`config.mk`:
```
export PLATFORM = sky130hd
export DESIGN_NAME = wdwk_top
export DESIGN_NICKNAME = d
export VERILOG_FILES = /design/src/rtl/wdwk_pkg.sv /design/src/rtl/wdwk_counter.sv /design/src/rtl/wdwk_top.sv
export SDC_FILE = /design/constraint.sdc
export NUM_CORES = 1
export LEC_CHECK = 0
export BUFFER_PORTS_ARGS = -buffer_cell sky130_fd_sc_hd__buf_2
export CORE_MARGIN = 5
export CORE_UTILIZATION = 28
export CTS_BUF_LIST = sky130_fd_sc_hd__clkbuf_2
export DETAILED_ROUTE_END_ITERATION = 10
export PLACE_DENSITY = 0.42
export SLEW_MARGIN = 25
export SYNTH_ARGS = -nofsm -noshare
export SYNTH_HDL_FRONTEND = slang
export SYNTH_HIERARCHICAL = 1
export SYNTH_SLANG_ARGS = --single-unit
```
`constraint.sdc`:
```
create_clock -name clk -period 4.97 [get_ports clk]
set_input_delay 0.994 -clock clk [delete_from_list [all_inputs] [get_ports clk]]
set_output_delay 0.994 -clock clk [all_outputs]
set_load 0.1 [all_outputs]
```
`src/rtl/wdwk_pkg.sv`:
```
// Constants, types and helpers shared by the watchdog and wake-up block
// Functional notes
// - Wake from power-down on four sources
// - Reset wake gives full reset; overflow gives watchdog wake
// - Power-down flag: clear on power-up/dog clear, set on halt
// - Time-out sets flag; sleep wake resets only PC/SP
// - Masked port A falling edge wakes, resumes after halt
// - Disabled irq or full stack: resume after halt
// - Enabled irq with stack room: vector to handler
// - Request already pending before halt cannot wake
// - Wake delay: reset delay+128, else 2 or 128
// - Dog instructions are no-ops while dog is off
// - Dog on if option set or key not 1010B
// - Key powers up disabled; software should write 0101B
// - Dog clock: crystal, system/4 or RC; system/4 halts
// - Time-out is 2^(8+select) dog clock periods
// - Period select resets to all ones, longest
// - Normal-mode time-out resets device and sets flag
// - Counter clears on reset pin, clear sequence, halt
// - Single or paired clear scheme by configuration
// - Paired scheme: only alternation clears counter
// - Upper five period bits read as zero
// - Halt enters sleep, sets power-down, clears time-out
// - Halt clears dog; low-speed sources keep counting
// - Time-out in sleep leaves both flags set
package wdwk_pkg;
   localparam logic [7:0]  ADDR_PERIOD      = 8'h00;
   localparam logic [7:0]  ADDR_CTRL_ONE    = 8'h01;
   localparam logic [7:0]  ADDR_CTRL_ZERO   = 8'h02;
   localparam logic [7:0]  ADDR_STATUS      = 8'h03;
   localparam logic [7:0]  ADDR_WAKE_MASK   = 8'h04;
   localparam int          SEL_W            = 3;
   localparam int          KEY_W            = 4;
   localparam int          CNT_W            = 16;
   localparam int          DLY_W            = 24;
   localparam int          PERIOD_BASE_EXP  = 8;
   localparam logic [2:0]  PERIOD_RESET     = 3'h7;
   localparam logic [3:0]  KEY_DISABLE      = 4'ha;
   localparam int          STATUS_TO_BIT    = 0;
   localparam int          STATUS_PDF_BIT   = 1;
   localparam int          LOWPOWER_BIT     = 0;
   localparam logic [1:0]  SRC_LXT          = 2'h0;
   localparam logic [1:0]  SRC_SYSDIV       = 2'h1;
   localparam logic [1:0]  SRC_LOW_SPEED_RC_OSC         = 2'h2;
   localparam logic [1:0]  SYSDIV_LAST      = 2'h3;
   localparam int          CLK_PERIOD_NS    = 10;
   localparam int          RESET_DELAY_MS   = 100;
   localparam int          RESET_DELAY_CYC  = RESET_DELAY_MS * 1000000 / CLK_PERIOD_NS;
   localparam int          SHORT_STARTUP    = 2;
   localparam int          LONG_STARTUP     = 128;

   typedef enum logic [3:0] {
      ST_RUN    = 4'b0001,
      ST_SLEEP  = 4'b0010,
      ST_WAKE   = 4'b0100,
      ST_EXTRST = 4'b1000
   } wdwk_state_e;

   typedef enum logic [1:0] {
      ACT_RESUME  = 2'h0,
      ACT_VECTOR  = 2'h1,
      ACT_DOGWAKE = 2'h2
   } wdwk_act_e;

   typedef enum logic [1:0] {
      PAIR_NONE   = 2'h0,
      PAIR_FIRST  = 2'h1,
      PAIR_SECOND = 2'h2
   } wdwk_pair_e;

   function automatic logic [CNT_W-1:0] wdwk_limit(input logic [SEL_W-1:0] sel);
      wdwk_limit = (CNT_W'(1) << (PERIOD_BASE_EXP + int'(sel))) - CNT_W'(1);
   endfunction
endpackage

```
`src/rtl/wdwk_counter.sv`:
```
// Watchdog counter with selectable time-out limit
`timescale 1ns/10ps
module wdwk_counter (
   input  wire logic                         clk,
   input  wire logic                         rst,
   input  wire logic                         tick,
   input  wire logic                         clear,
   input  wire logic [wdwk_pkg::SEL_W-1:0]   sel,
   output logic      [wdwk_pkg::CNT_W-1:0]   count,
   output logic                              overflow
);
   logic [wdwk_pkg::CNT_W-1:0] count_q;
   logic [wdwk_pkg::CNT_W-1:0] count_d;

   assign overflow = tick && !clear && (count_q == wdwk_pkg::wdwk_limit(sel));
   assign count    = count_q;

   always_comb begin
      count_d = count_q;
      if (clear || overflow) begin
         count_d = '0;
      end else if (tick) begin
         count_d = count_q + wdwk_pkg::CNT_W'(1);
      end
   end

   always_ff @(posedge clk or posedge rst) begin
      if (rst) begin
         count_q <= '0;
      end else begin
         count_q <= count_d;
      end
   end
endmodule

```
`src/rtl/wdwk_top.sv`:
```
// Watchdog timer with power-down and wake-up control
//
// The register addresses and the address-and-strobe port were left to the implementer.
`timescale 1ns/10ps
module wdwk_top #(
   parameter int RESET_DELAY_CYC = wdwk_pkg::RESET_DELAY_CYC
) (
   input  wire logic         clk,
   input  wire logic         rst,
   input  wire logic         cfgDogEnable,
   input  wire logic [1:0]   cfgClkSrc,
   input  wire logic         cfgPairedClear,
   input  wire logic         cfgCrystalOsc,
   input  wire logic         lxtRunning,
   input  wire logic         lxtTick,
   input  wire logic         lircTick,
   input  wire logic         extResetN,
   input  wire logic         instHalt,
   input  wire logic         instClearSingle,
   input  wire logic         instClearFirst,
   input  wire logic         instClearSecond,
   input  wire logic [7:0]   portAPins,
   input  wire logic [3:0]   irqReq,
   input  wire logic [3:0]   irqEnable,
   input  wire logic         stackFull,
   input  wire logic [7:0]   regAddr,
   input  wire logic [7:0]   regWdata,
   input  wire logic         regWrite,
   input  wire logic         regRead,
   output logic      [7:0]   regRdata,
   output logic              timeoutFlag,
   output logic              powerdownFlag,
   output logic              idleMode,
   output logic              sleepMode,
   output logic              cpuHold,
   output logic              resumePulse,
   output logic              vectorPulse,
   output logic      [1:0]   vectorIndex,
   output logic              dogResetPulse,
   output logic              dogWakePulse,
   output logic              fullResetPulse,
   output logic              crystalLowPower
);
   // Register group
   logic [wdwk_pkg::SEL_W-1:0] period_q;
   logic [wdwk_pkg::SEL_W-1:0] period_d;
   logic [wdwk_pkg::KEY_W-1:0] key_q;
   logic [wdwk_pkg::KEY_W-1:0] key_d;
   logic                       lowPower_q;
   logic                       lowPower_d;
   logic [7:0]                 wakeMask_q;
   logic [7:0]                 wakeMask_d;
   logic [7:0]                 rdata_q;
   logic [7:0]                 rdata_d;

   // Control group
   wdwk_pkg::wdwk_state_e      state_q;
   wdwk_pkg::wdwk_state_e      state_d;
   wdwk_pkg::wdwk_act_e        act_q;
   wdwk_pkg::wdwk_act_e        act_d;
   wdwk_pkg::wdwk_pair_e       pair_q;
   wdwk_pkg::wdwk_pair_e       pair_d;
   logic [wdwk_pkg::DLY_W-1:0] dly_q;
   logic [wdwk_pkg::DLY_W-1:0] dly_d;
   logic                       to_q;
   logic                       to_d;
   logic                       pdf_q;
   logic                       pdf_d;
   logic                       lxtAtHalt_q;
   logic                       lxtAtHalt_d;
   logic [3:0]                 irqArm_q;
   logic [3:0]                 irqArm_d;
   logic [7:0]                 pinsPrev_q;
   logic [1:0]                 sysDiv_q;
   logic [1:0]                 sysDiv_d;
   logic                       resume_q;
   logic                       resume_d;
   logic                       vector_q;
   logic                       vector_d;
   logic [1:0]                 vecIdx_q;
   logic [1:0]                 vecIdx_d;
   logic                       dogRst_q;
   logic                       dogRst_d;
   logic                       dogWake_q;
   logic                       dogWake_d;
   logic                       fullRst_q;
   logic                       fullRst_d;

   logic                          dogOn;
   logic                          dogTick;
   logic                          dogClear;
   logic                          swClear;
   logic                          overflow;
   logic [wdwk_pkg::CNT_W-1:0]    dogCount;
   logic                          inPowerDown;
   logic [7:0]                    portFall;
   logic [3:0]                    irqWake;
   logic [1:0]                    irqIdx;
   logic [wdwk_pkg::DLY_W-1:0]    wakeDelay;
   logic [wdwk_pkg::DLY_W-1:0]    resetDelay;

   function automatic logic [1:0] lowestSet(input logic [3:0] v);
      lowestSet = 2'h0;
      for (int i = 3; i >= 0; i--) begin
         if (v[i]) begin
            lowestSet = 2'(i);
         end
      end
   endfunction

   // Watchdog enable, clock source and clearing
   assign dogOn       = cfgDogEnable || (key_q != wdwk_pkg::KEY_DISABLE);
   assign inPowerDown = (state_q == wdwk_pkg::ST_SLEEP);

   always_comb begin
      sysDiv_d = sysDiv_q + 2'h1;
      dogTick  = 1'b0;
      case (cfgClkSrc)
         wdwk_pkg::SRC_LXT:    dogTick = lxtTick;
         // System clock stops in power-down, so this source freezes there
         wdwk_pkg::SRC_SYSDIV: dogTick = !inPowerDown && (sysDiv_q == wdwk_pkg::SYSDIV_LAST);
         wdwk_pkg::SRC_LOW_SPEED_RC_OSC:   dogTick = lircTick;
         default:              dogTick = 1'b0;
      endcase
      dogTick = dogTick && dogOn;
   end

   // Paired scheme remembers which half was seen last
   always_comb begin
      pair_d  = pair_q;
      swClear = 1'b0;
      if (dogOn) begin
         if (!cfgPairedClear) begin
            swClear = instClearSingle;
         end else if (instClearFirst) begin
            swClear = (pair_q == wdwk_pkg::PAIR_SECOND);
            pair_d  = swClear ? wdwk_pkg::PAIR_NONE : wdwk_pkg::PAIR_FIRST;
         end else if (instClearSecond) begin
            swClear = (pair_q == wdwk_pkg::PAIR_FIRST);
            pair_d  = swClear ? wdwk_pkg::PAIR_NONE : wdwk_pkg::PAIR_SECOND;
         end
      end
      if (!extResetN) begin
         pair_d = wdwk_pkg::PAIR_NONE;
      end
   end

   assign dogClear = !extResetN || swClear ||
                     (instHalt && dogOn && state_q == wdwk_pkg::ST_RUN);

   wdwk_counter u_counter (
      .clk      (clk),
      .rst      (rst),
      .tick     (dogTick),
      .clear    (dogClear),
      .sel      (period_q),
      .count    (dogCount),
      .overflow (overflow)
   );

   // Wake-up sources
   assign portFall   = pinsPrev_q & ~portAPins & wakeMask_q;
   assign irqWake    = irqReq & irqArm_q;
   assign irqIdx     = lowestSet(irqWake);
   assign wakeDelay  = cfgCrystalOsc ? wdwk_pkg::DLY_W'(wdwk_pkg::LONG_STARTUP - 1)
                                     : wdwk_pkg::DLY_W'(wdwk_pkg::SHORT_STARTUP - 1);
   assign resetDelay = wdwk_pkg::DLY_W'(RESET_DELAY_CYC + wdwk_pkg::LONG_STARTUP - 1);

   always_comb begin
      state_d     = state_q;
      act_d       = act_q;
      dly_d       = dly_q;
      to_d        = to_q;
      pdf_d       = pdf_q;
      lxtAtHalt_d = lxtAtHalt_q;
      irqArm_d    = irqArm_q;
      resume_d    = 1'b0;
      vector_d    = 1'b0;
      vecIdx_d    = vecIdx_q;
      dogRst_d    = 1'b0;
      dogWake_d   = 1'b0;
      fullRst_d   = 1'b0;
      if (swClear) begin
         pdf_d = 1'b0;
      end
      case (state_q)
         wdwk_pkg::ST_RUN: begin
            if (instHalt) begin
               state_d     = wdwk_pkg::ST_SLEEP;
               pdf_d       = 1'b1;
               to_d        = 1'b0;
               lxtAtHalt_d = lxtRunning;
               irqArm_d    = ~irqReq;
            end else if (overflow) begin
               dogRst_d = 1'b1;
               to_d     = 1'b1;
            end
         end
         wdwk_pkg::ST_SLEEP: begin
            // Priority: overflow, then interrupts, then port pins
            if (overflow) begin
               state_d = wdwk_pkg::ST_WAKE;
               act_d   = wdwk_pkg::ACT_DOGWAKE;
               to_d    = 1'b1;
               dly_d   = wakeDelay;
            end else if (irqWake != 4'h0) begin
               state_d  = wdwk_pkg::ST_WAKE;
               vecIdx_d = irqIdx;
               dly_d    = wakeDelay;
               if (irqEnable[irqIdx] && !stackFull) begin
                  act_d = wdwk_pkg::ACT_VECTOR;
               end else begin
                  act_d = wdwk_pkg::ACT_RESUME;
               end
            end else if (portFall != 8'h00) begin
               state_d = wdwk_pkg::ST_WAKE;
               act_d   = wdwk_pkg::ACT_RESUME;
               dly_d   = wakeDelay;
            end
         end
         wdwk_pkg::ST_WAKE: begin
            if (overflow) begin
               dogRst_d = 1'b1;
               to_d     = 1'b1;
            end
            if (dly_q != '0) begin
               dly_d = dly_q - wdwk_pkg::DLY_W'(1);
            end else begin
               state_d = wdwk_pkg::ST_RUN;
               case (act_q)
                  wdwk_pkg::ACT_VECTOR:  vector_d  = 1'b1;
                  wdwk_pkg::ACT_DOGWAKE: dogWake_d = 1'b1;
                  default:               resume_d  = 1'b1;
               endcase
            end
         end
         wdwk_pkg::ST_EXTRST: begin
            if (dly_q != '0) begin
               dly_d = dly_q - wdwk_pkg::DLY_W'(1);
            end else begin
               state_d   = wdwk_pkg::ST_RUN;
               fullRst_d = 1'b1;
            end
         end
         default: begin
            state_d = wdwk_pkg::ST_RUN;
         end
      endcase
      // Reset pin overrides state and delay; flags keep their values unless a halt or clear lands in the same cycle
      if (!extResetN) begin
         state_d = wdwk_pkg::ST_EXTRST;
         dly_d   = resetDelay;
      end
   end

   always_ff @(posedge clk or posedge rst) begin
      if (rst) begin
         state_q     <= wdwk_pkg::ST_RUN;
         act_q       <= wdwk_pkg::ACT_RESUME;
         pair_q      <= wdwk_pkg::PAIR_NONE;
         dly_q       <= '0;
         to_q        <= 1'b0;
         pdf_q       <= 1'b0;
         lxtAtHalt_q <= 1'b0;
         irqArm_q    <= 4'h0;
         pinsPrev_q  <= 8'h00;
         sysDiv_q    <= 2'h0;
         resume_q    <= 1'b0;
         vector_q    <= 1'b0;
         vecIdx_q    <= 2'h0;
         dogRst_q    <= 1'b0;
         dogWake_q   <= 1'b0;
         fullRst_q   <= 1'b0;
      end else begin
         state_q     <= state_d;
         act_q       <= act_d;
         pair_q      <= pair_d;
         dly_q       <= dly_d;
         to_q        <= to_d;
         pdf_q       <= pdf_d;
         lxtAtHalt_q <= lxtAtHalt_d;
         irqArm_q    <= irqArm_d;
         pinsPrev_q  <= portAPins;
         sysDiv_q    <= sysDiv_d;
         resume_q    <= resume_d;
         vector_q    <= vector_d;
         vecIdx_q    <= vecIdx_d;
         dogRst_q    <= dogRst_d;
         dogWake_q   <= dogWake_d;
         fullRst_q   <= fullRst_d;
      end
   end

   // Register port
   always_comb begin
      period_d   = period_q;
      key_d      = key_q;
      lowPower_d = lowPower_q;
      wakeMask_d = wakeMask_q;
      rdata_d    = 8'h00;
      if (regWrite) begin
         case (regAddr)
            wdwk_pkg::ADDR_PERIOD:    period_d   = regWdata[wdwk_pkg::SEL_W-1:0];
            wdwk_pkg::ADDR_CTRL_ONE:  key_d      = regWdata[wdwk_pkg::KEY_W-1:0];
            wdwk_pkg::ADDR_CTRL_ZERO: lowPower_d = regWdata[wdwk_pkg::LOWPOWER_BIT];
            wdwk_pkg::ADDR_WAKE_MASK: wakeMask_d = regWdata;
            default:                  period_d   = period_q;
         endcase
      end
      if (regRead) begin
         case (regAddr)
            wdwk_pkg::ADDR_PERIOD:    rdata_d[wdwk_pkg::SEL_W-1:0] = period_q;
            wdwk_pkg::ADDR_CTRL_ONE:  rdata_d[wdwk_pkg::KEY_W-1:0] = key_q;
            wdwk_pkg::ADDR_CTRL_ZERO: rdata_d[wdwk_pkg::LOWPOWER_BIT] = lowPower_q;
            wdwk_pkg::ADDR_STATUS: begin
               rdata_d[wdwk_pkg::STATUS_TO_BIT]  = to_q;
               rdata_d[wdwk_pkg::STATUS_PDF_BIT] = pdf_q;
            end
            wdwk_pkg::ADDR_WAKE_MASK: rdata_d = wakeMask_q;
            default:                  rdata_d = 8'h00;
         endcase
      end
   end

   always_ff @(posedge clk or posedge rst) begin
      if (rst) begin
         period_q   <= wdwk_pkg::PERIOD_RESET;
         key_q      <= wdwk_pkg::KEY_DISABLE;
         lowPower_q <= 1'b0;
         wakeMask_q <= 8'h00;
         rdata_q    <= 8'h00;
      end else begin
         period_q   <= period_d;
         key_q      <= key_d;
         lowPower_q <= lowPower_d;
         wakeMask_q <= wakeMask_d;
         rdata_q    <= rdata_d;
      end
   end

   assign regRdata        = rdata_q;
   assign timeoutFlag     = to_q;
   assign powerdownFlag   = pdf_q;
   assign idleMode        = inPowerDown && lxtAtHalt_q;
   assign sleepMode       = inPowerDown && !lxtAtHalt_q;
   assign cpuHold         = (state_q != wdwk_pkg::ST_RUN);
   assign resumePulse     = resume_q;
   assign vectorPulse     = vector_q;
   assign vectorIndex     = vecIdx_q;
   assign dogResetPulse   = dogRst_q;
   assign dogWakePulse    = dogWake_q;
   assign fullResetPulse  = fullRst_q;
   assign crystalLowPower = lowPower_q;
endmodule

```
**Word-level counts from Yosys, hierarchy flattened**

Index checks and enable logic that the tools add are counted.

- Flip-flop bits (word level): 96
- Latch bits: 0
- Memory bits (writable): 0
- ROM bits: 0
- Input bits: 50
- Memories kept: 0

- $add $sub $neg: 5
- Multipliers: 0
- Divide/modulo/power cells: 0
- $lt $le $gt $ge: 1
- Eq/ne operators: 26
- Shifts and indexed selects: 1
- Muxes and demuxes: 64
- Bitwise operators: 6
- Reductions and logical operators: 39

Operators by type and width:

| kind | count |
|---|---|
| $mux 24 | 5 |
| $pmux 24 s2 | 1 |
| $mux 16 | 2 |
| $shl 1x32->16 const A | 1 |
| $mux 4 | 7 |
| $mux 2 | 13 |
| $mux 1 | 25 |
| $reduce_bool 24->1 | 1 |
| $sub 24x1->24 const B | 1 |
| $add 16x1->16 const B | 1 |
| $and 8x8->8 | 2 |
| $eq 16x16->1 | 1 |
| $eq 8x2->1 const B | 2 |
| $sub 16x2->16 const B | 1 |
| $pmux 4 s3 | 1 |
| $reduce_and 2->1 | 6 |
| $reduce_and 3->1 | 4 |
| $logic_and 1x1->1 | 9 |
| $eq 2x2->1 const B | 4 |
| $eq 8x1->1 const B | 1 |
| $eq 8x3->1 const B | 1 |
| $logic_not 8->1 | 1 |
| $mux 8 | 1 |
| $not 8->8 | 1 |
| 33 further kinds | 50 |

**Longest topological paths before layout**

Gate-level depths: netlist of run 1.

- Depth in word-level cells: 13
- Gate-level depth with buffers: 15
- Depth with buffers taken out: 13

**By module**

Netlist of run 1, hierarchy kept.

Modules (own cells, without submodules):

| module | times used | cells an instance | area each (um^2) |
|---|---|---|---|
| wdwk_top | 1 | 397 | 4,141.5 |
| wdwk_counter | 1 | 116 | 1,086.0 |

**Worst setup path before layout of run 1**

Ideal clock, no wire load.

- Kind: input -> register
- From: in cfgDogEnable
- To: reg dly_q[23] (netlist name)
- Setup time: 0.126 ns
- Arrival time: 3.893 ns
- Required time: 4.844 ns
- Path slack: 0.951 ns
- Stages on the path: 11
- Buffers on the path: 1
- Path through: or4_1 -> clkbuf_1 -> o21ai_0 -> nand2_1 -> or3_1 -> or4_1 -> a21oi_1 -> nor2_4 -> a41oi_2 -> nand3_1 -> a221o_1

- Cells in the longest elaborated chain, start to end: 10

RTL lines:

| what | RTL line | text |
|---|---|---|
| start: declaration | wdwk_top.sv:10 | `input wire logic cfgDogEnable,` |
| $logic_or 1x1->1 * | wdwk_top.sv:112 | `assign dogOn = cfgDogEnable \|\| (key_q != wdwk_pkg::KEY_DISABLE);` |
| $mux 1 or $logic_and 1x1->1 (tied branches) | wdwk_top.sv:132, wdwk_top.sv:149 |  |
| $logic_or 1x1->1 or $logic_and 1x1->1 (tied branches) | wdwk_top.sv:148, wdwk_top.sv:149 |  |
| $logic_or 1x1->1 * | wdwk_top.sv:148 | `assign dogClear = !extResetN \|\| swClear \|\|` |
| net dogClear | wdwk_top.sv:91 | `logic dogClear;` |
| $logic_not 1->1 * | wdwk_counter.sv:15 | `assign overflow = tick && !clear && (count_q == wdwk_pkg::wdwk_limit(sel));` |
| $logic_and 1x1->1 * (2 in series) | wdwk_counter.sv:15 |  |
| net overflow | wdwk_top.sv:93 | `logic overflow;` |
| $mux 24 | wdwk_top.sv:201 | `if (overflow) begin` |
| $pmux 24 s2 | wdwk_top.sv:186 | `case (state_q)` |
| $mux 24 | wdwk_top.sv:250 | `if (!extResetN) begin` |
| end signal: assignment | wdwk_top.sv:278 | `dly_q <= dly_d;` |
| end: declaration | wdwk_top.sv:63 | `logic [wdwk_pkg::DLY_W-1:0] dly_q;` |

Mark *: on every way through the listed nets, which the timed path passes. The rest lies on a longest branch.
A chain may end at the register's enable or synchronous reset.

**Worst setup path in the final report of run 1**

- From: reg state_q[3]
- To: reg dly_q[23] (netlist name)

- Cells in the longest elaborated chain, start to end: 10

RTL lines:

| what | RTL line | text |
|---|---|---|
| start: declaration | wdwk_top.sv:57 | `wdwk_pkg::wdwk_state_e state_q;` |
| start signal: assignment | wdwk_top.sv:258 | `state_q <= wdwk_pkg::ST_RUN;` |
| start signal: assignment | wdwk_top.sv:275 | `state_q <= state_d;` |
| $eq 4x2->1 * | wdwk_top.sv:113 | `assign inPowerDown = (state_q == wdwk_pkg::ST_SLEEP);` |
| $logic_not 1->1 * | wdwk_top.sv:121 | `wdwk_pkg::SRC_SYSDIV: dogTick = !inPowerDown && (sysDiv_q == wdwk_pkg::SYSDIV_LAST);` |
| $logic_and 1x1->1 * | wdwk_top.sv:121 |  |
| $pmux 1 s3 * | wdwk_top.sv:118 | `case (cfgClkSrc)` |
| $logic_and 1x1->1 * | wdwk_top.sv:125 | `dogTick = dogTick && dogOn;` |
| net dogTick | wdwk_top.sv:90 | `logic dogTick;` |
| $logic_and 1x1->1 * (2 in series) | wdwk_counter.sv:15 |  |
| net overflow | wdwk_top.sv:93 |  |
| $mux 24 | wdwk_top.sv:201 |  |
| $pmux 24 s2 | wdwk_top.sv:186 |  |
| $mux 24 | wdwk_top.sv:250 |  |

Marks and branches as above.

==> results of run 1 <==
[flip-flops by register name (all words and copies together), names as in the netlist, 2 cells and up]
signal and count:
dly_q 24, irqArm_q 4, pair_q 2, u_counter/count 16, wakeMask_q 8, pinsPrev_q 8
state_q 4, period_q 3, regRdata 8, key_q 4, act_q 2, vectorIndex 2
sysDiv_q 2
[final timing paths]
path / startpoint / to / slack, ns / cells after the start
min reg2reg: sysDiv_q[0]$_DFF_PP0_ / sysDiv_q[0]$_DFF_PP0_ / 0.45 / 1
max reg2reg: state_q[3]$_DFFE_PP0P_ / dly_q[23]$_DFFE_PP0P_ / 1.04 / 11
max: state_q[3]$_DFFE_PP0P_ / dly_q[23]$_DFFE_PP0P_ / 1.04 / 11
min: rst / vectorIndex[1]$_DFFE_PP0P_ / 0.43 / 2
min in group clk: sysDiv_q[0]$_DFF_PP0_ / sysDiv_q[0]$_DFF_PP0_ / 0.45 / 1
max in group asynchronous: rst / key_q[3]$_DFFE_PP1P_ / 3.50 / 3
[power by group]
part,total (mW),switching [mW],internal [mW]
combinational,0.351,0.228,0.123
clock,0.421,0.294,0.128
sequential,0.903,0.0617,0.841
total,1.68,0.584,1.09
[per-stage QoR]
| step | area, um^2 | std cells |
|---|---|---|
| 3_3_place_gp | 5780 | 803 |
| 4_1_cts | 5910 | 819 |
| 5_1_grt | 5920 | 821 |
| 2_1_floorplan | 5230 | 513 |
| 6_report | 5920 | 821 |
| 3_5_place_dp | 5780 | 803 |
[synth_stat cells, drive strengths merged (8+ instances only)]
| cell | count |
|---|---|
| mux2 | 20 |
| inv | 22 |
| nor4 | 9 |
| o21ai | 27 |
| dfrtp | 90 |
| nor3 | 14 |
| and3 | 8 |
| xor2 | 12 |
| xnor2 | 9 |
| nand4 | 10 |
| buf | 13 |
| nand2 | 48 |
| a21oi | 34 |
| a31oi | 14 |
| nor2 | 39 |
| nand3 | 21 |
| nor2b | 8 |
| o211ai | 9 |
[layout make-up]
| type | count | area share |
|---|---|---|
| flip-flops and latches | 96 | 0.407 |
| diodes | 2 | 0.000845 |
| clock inverters | 7 | 0.0139 |
| multi-input cells | 376 | 0.442 |
| repair buffers | 75 | 0.0655 |
| well taps | 234 | 0.0494 |
| inverters | 22 | 0.0142 |
| clock buffers | 9 | 0.00760 |
[cell families after synthesis]
kind of cell / Yosys count
buffers and inverters: 41
AND/OR/NAND/NOR: 199
AO/OA/AOI/OAI: 124
multiplexers: 25
XOR/XNOR: 21
flip-flops: 96
adder cells (fa/ha/maj): 7
[worst reg2reg max path: stages (launching register included)]
cell	delay, ns
dfrtp_1	0.63
nor4_4	0.14
o32ai_1	0.36
and2_1	0.29
and3_2	0.26
nand3_1	0.26
or4_1	0.62
a21oi_1	0.30
nor2_4	0.10
a41oi_2	0.39
nand3_1	0.13
a221o_1	0.37
[cell usage in the layout (no fill, tap or decap), drive strengths merged, types with 3 or more instances in the layout]
cell,Yosys,layout
a21oi,34,34
a22o,3,3
a22oi,3,3
a311oi,4,4
a31oi,14,14
a41oi,3,3
and2,6,6
and3,8,8
and4,6,6
buf,13,75
clkbuf,6,9
dfrtp,90,90
dfstp,6,6
ha,7,7
inv,22,26
mux2,20,20
mux2i,4,4
nand2,48,48
nand2b,3,3
nand3,21,21
nand3b,4,4
nand4,10,10
nor2,39,39
nor2b,8,8
nor3,14,14
nor3b,3,3
nor4,9,9
o211ai,9,9
o21ai,27,27
o31ai,5,5
or3,5,5
or4,3,3
xnor2,9,9
xor2,12,12
[per-layer routing]
layer  GRT usage  vias to the layer above  routed length [um]
li1            -                     2038                   -
met2       0.216                       84                6700
met3      0.0317                        9                 577
met1       0.179                     2073                6640
met5           0                        -                   0
met4      0.0325                        0                 121
==> impl_metrics.tcl, run 1 <==
set metrics [dict create \
    status "complete, no violations" \
    fillers 1937 \
    grt_pass1_wl_um 23300 \
    dr.first_iter.drc_count 268 \
    syn_to_final_growth_pct 13.3 \
    synth_largest_area_cell "dfrtp_1" \
    maxSlewViolCount 0 \
    cp.arrival_ns 4.44 \
    clk_pin_slew_ns 0.29 \
    die-height_um 147 \
    synth_top_family_by_area "simple AND/OR/NAND/NOR gates" \
    hold_slack_ns 0.431 \
    cts_made_buffers 9 \
    tightest_slew_ns 0.913 \
    multi_input_area_um2 2620 \
    netlist.area_leader.share 0.431 \
    rsz0062_at_grt "false" \
    fin_worst_skew_ns 0.0477 \
    fmax_mhz 254 \
    yosys_warnings 6 \
    post_drt_via_cell_ratio 5.12 \
    post-place-ws_ns 0.614 \
    place.gp.congestion 0.791 \
    fin_tns_setup_ns 0 \
    routedWlPerCell_um 17.1 \
    synthMuxAreaShare 0.0551 \
    cp-start-kind "register" \
    synth_edf_count 0 \
    ioPinCount 71 \
    cts_sinks 96 \
    cts_tree "built" \
    slew_headroom 0.387 \
    finalHoldViolCount 0 \
    required_ns 5.48 \
    crit_fanout 9 \
    dr.pass1.iters 5 \
    die_x_um 147 \
    crit_type "register to register" \
    crit_buf_inv 0 \
    synth-async-reset-ratio 1.00 \
    synth-seq-cells 96 \
    dp_hpwl_um 10300 \
    cts-root-buf "clkbuf_2" \
    setup_viol 0 \
    track_usage 0.133 \
    synth_cells 513 \
    synth_xor_area_frac 0.0352 \
    grt_pass1_vias 4265 \
    grt_antenna_before_repair 1 \
    drive_above_1_share 0.258 \
    yosys.area_share.simple 0.229 \
    synth-adder-area-share 0.0168 \
    ant_nets 0 \
    grt_max_degree 44 \
    htree_num_levels 3 \
    synth_area_um2 5230 \
    cts_resized 0 \
    final_core_util 0.320 \
    clk_path_buf_depth 2 \
    period_needed_ns 3.93 \
    worstSkewPairLatency_ns 0.60 \
    leakagePower_nw 2.60 \
    core_um2 18500 \
    drc 0 \
    power_density_nw_per_um2 283 \
    synth_cell_type_count 83 \
    vias 4204 \
    wl_um 14000 \
    start_util 0.282 \
    cpMaxStageDelayCell "dfrtp_1" \
    synth.area.top_cells "dfrtp_1, mux2_2, nand2_1" \
    nets 637 \
    regArea_um2 2410 \
    cts-hold-fix-buffers 0 \
    rows 50 \
    synth_ff_type "dfrtp_1" \
    cpMostUsedCell "nand3_1" \
    fin_crit_sh 0.791 \
    postCtsSetupBuffers 0 \
    cp_top_family "simple AND/OR/NAND/NOR gates" \
    total_power_mw 1.68 \
    crit_path_cell_trace "nor4_4 > o32ai_1 > and2_1 > and3_2 > nand3_1 > or4_1 > a21oi_1 > nor2_4 > a41oi_2 > nand3_1 > a221o_1" \
    hold_path_class "input port to async pin" \
    synth.avg_cell_area_um2 10.2 \
    ir_drop_mv 0.107 \
    synth-seq-area-share 0.461 \
    die_area_um2 21500 \
    synth_nets 570 \
    synth_compound_area_frac 0.164 \
    max_stage_delay_ns 0.63 \
    drv_cap 0 \
    setup_slack_ns 1.04 \
    port_buffers 70 \
    grt_overflow 0 \
    critPathCaptureType "register" \
]
Power figures use the tool's default switching activity.
==> inputs of run 2 (changes only) <==
==> constraint.sdc (replaced) <==
create_clock -name clk -period 3.7 [get_ports clk]
set_input_delay 0.74 -clock clk [delete_from_list [all_inputs] [get_ports clk]]
set_output_delay 0.74 -clock clk [all_outputs]
set_load 0.1 [all_outputs]
==> run 2 against run 1 <==
Effect of this change: first-iteration DRC count shrank 12%; die area is the same; critical path type unchanged; clock power grew 35%; sequential cell count is the same; critical path depth is the same; critical endpoint is now dly_q[12]$_DFFE_PP0P_; hold slack lost 0.29 ns.
==> impl_metrics.tcl, run 2 (synthesis gave the netlist of run 1 again) <==
set metrics [dict create \
    busiest_layer "met2" \
    syn_to_final_growth_pct 15.4 \
    slew_headroom 0.394 \
    dr.first_iter.drc_count 237 \
    period_needed_ns 3.41 \
    use_met2 0.224 \
    grt_max_degree 81 \
    drc 0 \
    largest-register "dly_q" \
    met3_usage 0.0313 \
    grt_antenna_before_repair 1 \
    dr.pass1.iters 5 \
    drv_cap 0 \
    core_um2 18500 \
    status "complete, no violations" \
    required_ns 4.22 \
    maxSlewViolCount 0 \
    power_switching_mw 0.804 \
    cts_made_buffers 9 \
    cts_tree "built" \
    internal_power_mw 1.47 \
    die_x_um 147 \
    dp_hpwl_um 10500 \
    crit_type "register to register" \
    cts-root-buf "clkbuf_2" \
    die-height_um 147 \
    dpl_cell_area_um2 5910 \
    routedWlPerCell_um 17.4 \
    fmax_mhz 293 \
    track_usage 0.138 \
    ioPinCount 71 \
    place.gp.congestion 0.796 \
    htree_num_levels 3 \
    postCtsSetupBuffers 0 \
    cp.arrival_ns 3.93 \
    ant_nets 0 \
    stdcell_area_um2 6030 \
    regArea_um2 2410 \
    die_area_um2 21500 \
    cp-start-kind "register" \
    clk_pin_slew_ns 0.28 \
    port_buffers 70 \
    grt_pass1_vias 4408 \
    final_cell_mix "dfrtp_1, buf_2, nand2_1" \
    tightest_slew_ns 0.899 \
    grt_pass1_wl_um 23800 \
    wl_um 14600 \
    fillers 1904 \
    drive_above_1_share 0.275 \
    p_seq_frac 0.531 \
    cts-hold-fix-buffers 0 \
    critPathCaptureType "register" \
    hold_slack_ns 0.139 \
    leakagePower_nw 2.66 \
    cts_sinks 96 \
    cts_resized 0 \
    worstSkewPairLatency_ns 0.63 \
    rsz0062_at_grt "false" \
    setup_viol 0 \
    placed_cells 817 \
    layout_commonest_cell "dfrtp_1" \
    pwr-share-comb 0.220 \
    largest_reg_flops 24 \
    gr-usage-met1 0.183 \
    fin_cells 835 \
    start_util 0.282 \
    crit_fanout 6 \
    vias 4253 \
    fin_crit_sh 0.922 \
    grt_overflow 0 \
    rows 50 \
    nets 651 \
    fin_worst_skew_ns 0.0452 \
    ir_drop_mv 0.134 \
    power_density_nw_per_um2 378 \
    post_drt_via_cell_ratio 5.09 \
    swShare 0.353 \
    clock_power_share 0.249 \
    multi_input_area_um2 2610 \
    hold_path_class "input port to async pin" \
    finalHoldViolCount 0 \
    clk_path_buf_depth 2 \
    fin_tns_setup_ns 0 \
]
-- run 2: cell count changes in the layout (fill, tap and decap cells not counted), sizes merged --
cell,previous run,this run
inv,26,23
buf,75,89
clkinvlp,0,1
clkinv,2,4
-- run 2: power by group through the flow --
| stage | clock (mW) | combinational, mW | sequential [mW] |
|---|---|---|---|
| after global placement | 0 | 0.501 | 1.22 |
| after global routing | 0.639 | 0.558 | 1.22 |
| after CTS | 0.606 | 0.508 | 1.21 |
| after detailed placement | 0 | 0.506 | 1.23 |
| final | 0.567 | 0.501 | 1.21 |
| after floorplan | 0 | 0.328 | 1.24 |
-- run 2: worst max-delay path: stages, from the launching register on --
cell,delay [ns]
dfstp_2,0.67
nor4_4,0.05
o32ai_1,0.29
and2_1,0.28
and3_2,0.25
nand3_1,0.12
or4_1,0.56
a21oi_2,0.21
nor2_4,0.09
a41oi_2,0.32
o21ai_1,0.12
a221o_1,0.36
-- run 2: area by class of cell --
type | instances | share of cell area
Sequential cell | 96 | 0.399
Multi-Input combinational cell | 376 | 0.433
Timing Repair Buffer | 89 | 0.0838
Antenna cell | 2 | 0.000830
Inverter | 22 | 0.0139
Tap cell | 234 | 0.0485
Clock inverter | 7 | 0.0129
Clock buffer | 9 | 0.00747
-- run 2: path summary, 6_finish.rpt --
kind	from	to	slack, ns	cells past startpoint
max reg2reg	state_q[0]$_DFFE_PP1P_	dly_q[12]$_DFFE_PP0P_	0.29	11
max in group asynchronous	rst	period_q[2]$_DFFE_PP1P_	3.12	3
min	rst	dogResetPulse$_DFF_PP0_	0.14	3
min in group clk	portAPins[6]	pinsPrev_q[6]$_DFF_PP0_	0.19	1
max	state_q[0]$_DFFE_PP1P_	dly_q[12]$_DFFE_PP0P_	0.29	11
min reg2reg	sysDiv_q[0]$_DFF_PP0_	sysDiv_q[0]$_DFF_PP0_	0.45	1
-- run 2: metrics by stage --
stage	power (mW)	util	worst slack (ns)
3_3_place_gp	1.73	0.319	0.0635
3_5_place_dp	1.73	0.319	-0.0396
2_1_floorplan	1.57	-	0.0704
5_1_grt	2.42	0.326	0.0649
6_report	2.28	0.326	0.289
4_1_cts	2.32	0.326	0.252
-- run 2: routing by layer --
layer,share of wire,routed length (um)
met1,0.46,6750
met4,0.015,218
met5,0,0
met2,0.48,6980
met3,0.042,608
==> inputs of run 3 (changes only) <==
--- a/config.mk
+++ b/config.mk
@@ -8,7 +8,7 @@
 export BUFFER_PORTS_ARGS = -buffer_cell sky130_fd_sc_hd__buf_2
 export CORE_MARGIN = 5
 export CORE_UTILIZATION = 28
-export CTS_BUF_LIST = sky130_fd_sc_hd__clkbuf_2
+export CTS_BUF_LIST = sky130_fd_sc_hd__clkbuf_8
 export DETAILED_ROUTE_END_ITERATION = 10
 export PLACE_DENSITY = 0.42
 export SLEW_MARGIN = 25
==> run 3 against run 2 <==
Effect of this change: critical path depth is the same; sequential cell count stayed put; fmax grew 0.30%; largest cell class unchanged.
==> impl_metrics.tcl, run 3 (synthesis gave the netlist of run 1 again) <==
set metrics [dict create \
    grt_pass1_vias 4416 \
    start_util 0.282 \
    ant_nets 0 \
    cts_tree "built" \
    pwr-share-comb 0.206 \
    period_needed_ns 3.40 \
    clk_pin_slew_ns 0.10 \
    core_um2 18500 \
    wl_um 14600 \
    final_core_util 0.330 \
    dp_hpwl_um 10500 \
    rsz0062_at_grt "false" \
    finalHoldViolCount 0 \
    drive_above_1_share 0.275 \
    dr.pass1.iters 5 \
    p_seq_frac 0.494 \
    swShare 0.334 \
    ioPinCount 71 \
    port_buffers 70 \
    internal_power_mw 1.63 \
    cp-start-kind "register" \
    crit_fanout 16 \
    setup_viol 0 \
    grt_overflow 0 \
    track_usage 0.139 \
    htree_num_levels 3 \
    r2r_cells 11 \
    tightest_slew_ns 0.942 \
    cts_made_buffers 9 \
    cp.arrival_ns 3.65 \
    status "complete, no violations" \
    fmax_mhz 294 \
    largest_reg_flops 24 \
    antennaDiodeCount 0 \
    post_drt_via_cell_ratio 5.10 \
    nets 651 \
    critPathCaptureType "register" \
    vias 4247 \
    worstReg2RegStart "state_q[0]$_DFFE_PP1P_" \
    clk_path_buf_depth 2 \
    die_x_um 147 \
    largest-register "dly_q" \
    syn_to_final_growth_pct 16.8 \
    power_density_nw_per_um2 400 \
    maxSlewViolCount 0 \
    rows 50 \
    clock_power_share 0.300 \
    place.gp.congestion 0.796 \
    hold_path_class "input port to async pin" \
    r2r-end "dly_q[17]$_DFFE_PP0P_" \
    die-height_um 147 \
    cts_sinks 96 \
    grt_max_degree 81 \
    grt_antenna_before_repair 0 \
    r2r_slack_ns 0.30 \
    grt_pass1_wl_um 23900 \
    final_cell_mix "dfrtp_1, buf_2, nand2_1" \
    crit_type "register to register" \
    layout_commonest_cell "dfrtp_1" \
    hold_slack_ns 0.431 \
    ir_drop_mv 0.166 \
    power_switching_mw 0.815 \
    fin_worst_skew_ns 0.0133 \
    cts-hold-fix-buffers 0 \
    die_area_um2 21500 \
    leakagePower_nw 2.69 \
    worstSkewPairLatency_ns 0.38 \
    slew_headroom 0.365 \
    fin_crit_sh 0.919 \
    routedWlPerCell_um 17.5 \
    postCtsSetupBuffers 0 \
    required_ns 3.95 \
    dr.first_iter.drc_count 286 \
    drv_cap 0 \
    cts_resized 0 \
    drc 0 \
    cts-root-buf "clkbuf_8" \
]
run 3: changes by cell type in the layout (fill, tap and decap cells not counted), sizes merged:
cell and delta:
diode -2
run 3: through the flow:
stage | worst slack (ns) | instance area (um^2) | total power, mW | instances | TNS [ns]
CTS | 0.285 | 6110 | 2.49 | 833 | 0
finish | 0.300 | 6110 | 2.44 | 833 | 0
global route | 0.0838 | 6110 | 2.59 | 833 | 0
detailed placement | -0.0396 | 5910 | 1.73 | 817 | -0.172
global placement | 0.0635 | 5910 | 1.73 | 817 | 0
floorplan | 0.0704 | 5230 | 1.57 | 513 | 0
run 3: worst max-delay path by stage:
stage | from | to | cells after the start
after floorplan | cfgDogEnable | dly_q[23]$_DFFE_PP0P_ | 11
after CTS | state_q[0]$_DFFE_PP1P_ | dly_q[17]$_DFFE_PP0P_ | 11
after detailed placement | instClearSecond | dly_q[17]$_DFFE_PP0P_ | 13
after global routing | state_q[0]$_DFFE_PP1P_ | dly_q[13]$_DFFE_PP0P_ | 11
final | state_q[0]$_DFFE_PP1P_ | dly_q[17]$_DFFE_PP0P_ | 11
after global placement | cfgDogEnable | dly_q[22]$_DFFE_PP0P_ | 11
run 3: metal layers:
metal	GRT usage	part of all wire	up-vias
li1	-	-	2056
met1	0.185	0.47	2084
met2	0.224	0.48	97
met3	0.0369	0.047	10
met4	0.0343	0.011	0
met5	0	0	-
run 3: power by group through the flow:
stage                     logic (mW)  clock network, mW  registers, mW
after floorplan                0.328                  0           1.24
after global placement         0.501                  0           1.22
after detailed placement       0.506                  0           1.23
after CTS                      0.508              0.775           1.21
after global routing           0.558              0.814           1.22
final                          0.503              0.733           1.21
run 3: critical path: stages (launching register included):
cell and delay, ns:
dfstp_2 0.61, nor4_4 0.05, o32ai_1 0.29, and2_1 0.28, and3_2 0.25, nand3_1 0.12, or4_1 0.56, a21oi_2 0.21
nor2_4 0.09, a41o_4 0.29, o21ai_2 0.36, a31oi_1 0.14
run 3: area by class of cell:
cell class              count  area (um^2)
well taps                 234          293
clock buffers               9          124
fillers                  1889        12400
inverters                  22         83.8
multi-input cells         376         2610
flip-flops and latches     96         2410
repair buffers             89          505
clock inverters             7         77.6
